$ cat src/hdl/oc_status_pkg.sv
// Package with command codes, bit layouts and reset values of the overcurrent status bank.
package oc_status_pkg;

  localparam int NUM_BRIDGES = 8;
  localparam int NUM_FLAGS = 16;
  localparam int EXT_FLAGS = 32;
  localparam int BYTE_W = 8;

  localparam logic [2:0] ADDR_FIRST_BYTE = 3'h5;
  localparam logic [2:0] ADDR_SECOND_BYTE = 3'h3;
  localparam logic [1:0] CMD_FIXED_BITS = 2'h2;
  localparam logic CMD_TAIL_BIT = 1'h1;
  localparam logic CMD_KIND_CLEAR = 1'h1;

  localparam int HIGH_SIDE_POS = 1;
  localparam int LOW_SIDE_POS = 0;
  localparam int FIRST_BYTE_LSB = 0;
  localparam int SECOND_BYTE_LSB = 8;

  localparam logic [15:0] FLAGS_RESET = 16'h0000;
  localparam logic [7:0] RD_DATA_RESET = 8'h00;

  // Command byte as it arrives, MSB first.
  typedef struct packed {
    logic command_kind_bit;
    logic [2:0] addr;
    logic [1:0] fixed;
    logic access_type_bit;
    logic tail;
  } cmd_s;

  // Read answer handed back to the serial logic.
  typedef struct packed {
    logic valid;
    logic [7:0] data;
  } rd_s;

endpackage : oc_status_pkg

$ cat src/hdl/overcurrent_status_flags.sv
// Latched overcurrent flags of bridges 1 to 8, their command decode and the summary fault bit.
//
// Overview of operation
// - The summary fault bit is read only and is the OR of every overcurrent and open-load flag.
// - Once all those flags are zero the summary fault bit drops by itself without any write.
// - An overcurrent on a switch sets its flag to 1, which holds until cleared and turns it off.
// - All overcurrent flags are 0 after reset and can be read and cleared by the controller.
// - The first byte holds bridges 4 down to 1, high side above low side, bit 0 is bridge 1 low.
// - The second byte holds bridges 8 down to 5, high side above low side, bit 0 is bridge 5 low.
// - The first byte is selected by a command byte of kind bit, 101, 10, access type bit, 1.
// - The second byte is selected by a command byte of kind bit, 011, 10, access type bit, 1.
`timescale 1ns/100ps
module overcurrent_status_flags
  import oc_status_pkg::*;
(
  input wire logic sys_clk,
  input wire logic reset_n,
  input wire logic [NUM_BRIDGES-1:0] oc_high_side_raw,
  input wire logic [NUM_BRIDGES-1:0] oc_low_side_raw,
  input wire logic [EXT_FLAGS-1:0] other_fault_flags,
  input wire logic cmd_valid,
  input wire cmd_s cmd,
  output rd_s rd_q,
  output logic [NUM_FLAGS-1:0] switch_off_q,
  output logic summary_fault_bit_q
);

  logic [NUM_FLAGS-1:0] oc_raw_vec;
  logic [NUM_FLAGS-1:0] oc_vec_s;
  logic [NUM_FLAGS-1:0] flags_q;
  logic [NUM_FLAGS-1:0] flags_d;
  logic [NUM_FLAGS-1:0] clr_mask;
  logic frame_ok;
  logic hit_first;
  logic hit_second;
  logic hit_any;
  logic clr_first;
  logic clr_second;
  logic summary_d;
  rd_s rd_d;

  // Pair each bridge into two adjacent bits, high side above low side.
  for (genvar b = 0; b < NUM_BRIDGES; b++) begin : g_pack
    assign oc_raw_vec[2*b+HIGH_SIDE_POS] = oc_high_side_raw[b];
    assign oc_raw_vec[2*b+LOW_SIDE_POS] = oc_low_side_raw[b];
  end

  sync_bits #(
    .WIDTH(NUM_FLAGS)
  ) u_oc_sync (
    .sys_clk(sys_clk),
    .reset_n(reset_n),
    .async_in(oc_raw_vec),
    .sync_out(oc_vec_s)
  );

  // Command decode; the access type bit is accepted at either value.
  assign frame_ok = (cmd.fixed == CMD_FIXED_BITS) && (cmd.tail == CMD_TAIL_BIT);
  assign hit_first = cmd_valid && frame_ok && (cmd.addr == ADDR_FIRST_BYTE);
  assign hit_second = cmd_valid && frame_ok && (cmd.addr == ADDR_SECOND_BYTE);
  assign hit_any = hit_first || hit_second;
  assign clr_first = hit_first && (cmd.command_kind_bit == CMD_KIND_CLEAR);
  assign clr_second = hit_second && (cmd.command_kind_bit == CMD_KIND_CLEAR);

  assign clr_mask = {{BYTE_W{clr_second}}, {BYTE_W{clr_first}}};

  // A detection in the clearing cycle keeps its flag set.
  assign flags_d = (flags_q & ~clr_mask) | oc_vec_s;

  // The summary has no write path; it follows the flags alone.
  assign summary_d = (|flags_q) || (|other_fault_flags);

  // The read returns the byte as it stood before any clear.
  assign rd_d.valid = hit_any;
  assign rd_d.data = hit_first ? flags_q[FIRST_BYTE_LSB +: BYTE_W] :
                     hit_second ? flags_q[SECOND_BYTE_LSB +: BYTE_W] :
                     RD_DATA_RESET;

  always_ff @(posedge sys_clk or negedge reset_n) begin
    if (!reset_n) begin
      flags_q <= FLAGS_RESET;
      switch_off_q <= FLAGS_RESET;
      summary_fault_bit_q <= 1'h0;
      rd_q <= '0;
    end else begin
      flags_q <= flags_d;
      switch_off_q <= flags_d;
      summary_fault_bit_q <= summary_d;
      rd_q <= rd_d;
    end
  end
endmodule : overcurrent_status_flags

$ cat src/hdl/sync_bits.sv
// Two flip-flop synchroniser for a vector of independent level inputs.
`timescale 1ns/100ps
module sync_bits #(
  parameter int WIDTH = 16
) (
  input wire logic sys_clk,
  input wire logic reset_n,
  input wire logic [WIDTH-1:0] async_in,
  output logic [WIDTH-1:0] sync_out
);

  logic [WIDTH-1:0] meta_q;
  logic [WIDTH-1:0] sync_q;

  always_ff @(posedge sys_clk or negedge reset_n) begin
    if (!reset_n) begin
      meta_q <= '0;
      sync_q <= '0;
    end else begin
      meta_q <= async_in;
      sync_q <= meta_q;
    end
  end

  assign sync_out = sync_q;

endmodule : sync_bits

$ cat config.mk
export PLATFORM = sky130hd
export DESIGN_NAME = overcurrent_status_flags
export DESIGN_NICKNAME = d
export VERILOG_FILES = /design/src/hdl/oc_status_pkg.sv /design/src/hdl/overcurrent_status_flags.sv /design/src/hdl/sync_bits.sv
export SDC_FILE = /design/constraint.sdc
export NUM_CORES = 1
export LEC_CHECK = 0
export BUFFER_PORTS_ARGS = -buffer_cell sky130_fd_sc_hd__buf_2
export CAP_MARGIN = 20
export CELL_PAD_IN_SITES_DETAIL_PLACEMENT = 1
export CELL_PAD_IN_SITES_GLOBAL_PLACEMENT = 2
export CORE_ASPECT_RATIO = 0.6
export CORE_UTILIZATION = 30
export DETAILED_ROUTE_END_ITERATION = 16
export PLACE_DENSITY = 0.78
export SETUP_SLACK_MARGIN = 0.5
export SYNTH_ARGS = -nofsm -noshare
export SYNTH_HDL_FRONTEND = slang
export SYNTH_SLANG_ARGS = --single-unit
$ cat constraint.sdc
create_clock -name sys_clk -period 1.7 [get_ports sys_clk]
set_clock_uncertainty 0.1 [all_clocks]
set_input_delay 0.34 -clock sys_clk [delete_from_list [all_inputs] [get_ports sys_clk]]
set_output_delay 0.34 -clock sys_clk [all_outputs]
set_load 0.01 [all_outputs]
== After elaboration in Yosys (flattened, before gate mapping) ==
Index checks and enable logic that the tools add are counted.

* Register bits after elaboration: 58
* Input port bits: 59
* Output and inout bits: 26
* Word-level logic and storage cells: 24

* Equality and inequality tests: 3
* Muxes and demuxes: 2
* Bitwise operators: 3
* Reductions and logical operators: 10

{| class="wikitable"
|+ Operators with widths
! operator !! count
|-
| OR reduction 32 bit || 1
|-
| bitwise AND 16 bit || 1
|-
| two-way mux 8 bit || 2
|-
| NOT 16 bit || 1
|-
| OR 16 bit || 1
|-
| OR reduction 16 bit || 1
|-
| logical AND 1 bit || 6
|-
| equality test 3 x 2 -> 1 bit, second input constant || 1
|-
| equality test 3 bit, second input constant || 1
|-
| equality test 2 bit, second input constant || 1
|-
| logical OR 1 bit || 2
|}

== Depth between registers and ports, before layout ==
* Word-level depth: 8
* Depth in mapped cells: 4
* Depth with buffers taken out: 3

== Modules after synthesis ==
Synthesis repeated with hierarchy kept, for this count alone.

* Cells, all modules: 108
* Area total of the unflattened synthesis: 1856.8 um^2

{| class="wikitable"
|+ By module, submodules not included
! module !! times used !! cells an instance !! area an instance (um^2) !! sequential area each (um^2)
|-
| overcurrent_status_flags || 1 || 76 || 1056.0 || 650.6
|-
| sync_bits || 1 || 32 || 800.8 || 800.8
|}

== Worst setup path after synthesis ==
No wires, ideal clock.

* Path kind: flip-flop to flip-flop
* Start: register, netlist name switch_off_q[1]
* End: register summary_fault_bit_q
* Library setup time: 0.131 ns
* Arrival time: 1.117 ns
* Required time: 1.469 ns
* Path slack: 0.351 ns
* Cell stages (with the launch flop): 4
* Path buffers: 0
* Clock period less this slack: 1.349 ns
* Path through: dfrtp_1 -> nor4_1 -> nand4_1 -> or3_1

{| class="wikitable"
|+ RTL lines
! element !! line !! RTL
|-
| end signal, assigned || overcurrent_status_flags.sv:88 || <nowiki>summary_fault_bit_q <= summary_d;</nowiki>
|-
| end, declared || overcurrent_status_flags.sv:25 || <nowiki>output logic summary_fault_bit_q</nowiki>
|}

==> parameters.txt <==
Parameter                              Value

Run status
  Status ... finished clean

Route
  Wirelength per Cell ... 14.8 µm
  Total detailed-routing wirelength ... 4630 µm
  Number of iterations in the first detailed-routing pass ... 4
  Antenna-violating nets left ... 0
  Number of vias in the routed layout ... 1393
  Avg Vias per Cell ... 4.44
  DRC viols ... 0
  DRT iter0 DRCs ... 49

STA
  Transition time of the tightest slew-check pin ... 0.335 ns
  RSZ-0062 raised after global routing ... yes
  Slew Limit Fails ... 0
  Post-Route Setup TNS ... 0 ns
  Headroom to the max-slew limit ... 77.6%
  Final worst hold slack ... 0.0199 ns
  Peak clock frequency supported by timing ... 696 MHz
  Hold Vio Cnt, Final ... 0
  Number of failing setup endpoints in the final timing report ... 0
  Min Clock Period, post-route ... 1.44 ns
  Final period utilization ... 84.5%

Cells and area
  Commonest cells after routing, fill and taps aside ... 74 x sky130_fd_sc_hd__buf_2, 56 x sky130_fd_sc_hd__dfrtp_1, 16 x sky130_fd_sc_hd__a21o_1, 16 x sky130_fd_sc_hd__buf_4, 11 x sky130_fd_sc_hd__dlygate4sd3_1
  Summed area of non-filler cells in the final layout ... 2890 µm²
  Storage cell area ... 1450 µm²
  Ratio of cells with drive above 1 in the final layout ... 54.7%
  NumNets Final ... 289
  Diodes inserted ... 0
  Multi-input gate area in the final layout ... 430 µm²
  Leading cell type in the layout, fill and taps excluded ... sky130_fd_sc_hd__buf_2
  Final Instance Count excl. Fillers ... 314
  Number of fill cells in the layout ... 599
  Area Overhead vs Synth ... 55.8%

Clocking
  CTS tree ... yes
  Number of sinks on the clock net ... 58
  Register clock-pin slew on the reported worst setup and hold paths ... 0.07 ns
  Worst-skew pair later-pin latency ... 0.33 ns
  Level count of the clock H-tree ... 3
  Root Driver ... sky130_fd_sc_hd__clkbuf_8
  Total clock buffers created by CTS ... 9
  Bufs on Longest Clock Path ... 2

Pwr
  Switching power ... 0.615 mW
  Static leakage ... 1.32 nW
  Clock power share ... 40.0%
  PwrDens ... 912 nW/µm²
  Switching share of power ... 23.3%
  Worst voltage drop across the vdd grid ... 487 µV
  Portion of total power attributed to combinational logic ... 5.6%
  Internal portion of total power ... 2.02 mW
  Sequential share of power ... 54.4%

Yosys
  Net count after synthesis ... 167
  Synth Warn # ... 0
  Mapped Avg Cell Area ... 17.2 µm²
  Count of state elements after synthesis ... 58
  Synthesized netlist cell count ... 108
  Cell area after synthesis ... 1860 µm²
  Sequential cell area fraction in the yosys report ... 78.2%
  Distinct cell type count after synthesis ... 13

Floorplan
  Row count ... 21
  Vert. Die Dim ... 62.9 µm
  Boundary pin count ... 85
  X dimension of the die ... 104 µm
  Floorplan die area ... 6520 µm²
  Core area ... 5750 µm²
  Initial Util ... 32.3%

Global route
  Number of global-route vias before repair ... 1557
  Wire length of the first global-routing pass ... 7600 µm
  Initial antenna violation count ... 0
  Leftover overflow at the end of global routing ... 0
  Global-route usage over all layers ... 16.1%
  Largest net degree at the start of global routing ... 43

Min path
  Hold WC Path Type ... in2reg

Place
  GPL Wtd Cong ... 0.711
  Detailed placement HPWL ... 3150 µm
  Placed Cells ... 272
  Placed Area ... 2390 µm²
  # port buffers ... 83

Worst setup path
  Top cell family by delay on the critical path ... simple AND/OR/NAND/NOR gates
  Data arrival time of the critical path ... 1.55 ns
  Element type at the critical path end ... flip-flop
  Highest cell delay on the worst timing path ... 0.45 ns
  Largest fanout on the critical path ... 3
  Worst path cell trace ... nor4_4, nand4_1, or3_1
  Slowest stage cell on the critical path ... sky130_fd_sc_hd__dfrtp_1
  Kind of critical path ... reg2reg
  Buf+Inv Stages, Crit Path ... 0
  Setup crit start kind ... flip-flop
  Data required time at the worst endpoint ... 1.81 ns

Run
  Max-cap violations ... 0
-- sequential cells by signal (all words and copies together), names as in the netlist --
name,cells
u_oc_sync.meta_q,16
summary_fault_bit_q,1
u_oc_sync.sync_out,16
rd_q,9
switch_off_q,16
-- through the flow --
stage	utilization (%)	setup WS, ns	total power [mW]
after floorplan	-	0.367	1.47
after global placement	41.5	0.114	1.58
after detailed placement	41.5	0.112	1.59
after CTS	48.7	0.253	2.69
after global routing	50.3	0.183	2.78
final	50.3	0.263	2.64
-- layout make-up --
| cell class | count | share of cell area (%) |
|---|---|---|
| flip-flops and latches | 58 | 50.3 |
| clock buffers | 9 | 4.28 |
| multi-input cells | 48 | 14.9 |
| clock inverters | 6 | 1.51 |
| repair buffers | 113 | 25.6 |
| well taps | 80 | 3.46 |
-- per-layer routing --
metal / vias up / track usage, % / part of all wire (%)
met4: 0 / 8.15 / 1.5
met1: 690 / 16.9 / 40
met2: 52 / 27.7 / 51
met3: 6 / 7.19 / 7.1
met5: - / 0 / 0
li1: 645 / - / -
-- synth_stat cells (all sizes together) --
master,count,share of area (%)
nor4,12,4.0
nand4,5,3.3
and4b,1,0.74
and3,2,0.74
nor2b,2,0.67
a22o,8,3.8
or3,1,0.34
o211a,1,0.54
a21o,16,6.5
buf,2,1.2
dfrtp,58,78
-- power groups by stage --
stage / sequential [mW] / combinational [mW] / clock (mW)
detailed placement: 1.46 / 0.125 / 0
CTS: 1.44 / 0.145 / 1.10
floorplan: 1.46 / 0.0149 / 0
finish: 1.44 / 0.147 / 1.06
global placement: 1.46 / 0.121 / 0
global route: 1.44 / 0.163 / 1.18
-- path summary, 6_finish.rpt --
check / to / depth (start not counted) / slack, ns / start
hold / removal: u_oc_sync.meta_q[7] / 1 / 0.02 / oc_high_side_raw[3]
max in group asynchronous: switch_off_q[12] / 3 / 0.65 / reset_n
setup reg to reg: summary_fault_bit_q / 3 / 0.26 / switch_off_q[5]
min in group asynchronous: switch_off_q[7] / 2 / 0.34 / reset_n
setup / recovery: summary_fault_bit_q / 3 / 0.26 / switch_off_q[5]
hold reg to reg: u_oc_sync.sync_out[0] / 0 / 0.24 / u_oc_sync.meta_q[0]
-- what timing repair did --
action | in CTS | in global routing
hold buffers | 9 | 2
hold endpoints to repair | 24 | 2
pin swaps | 3 | 3
setup buffers | 13 | 3
setup endpoints to repair | 27 | 69
gates resized for setup | 11 | 9
-- logic make-up after synthesis --
group,Yosys count,synth area share (%)
and+or+nand+nor,23,9.84
AOI/OAI and AO/OA,25,10.8
DFF,58,78.2
buffers and inverters,2,1.21
(Power assumes the default switching activity.)
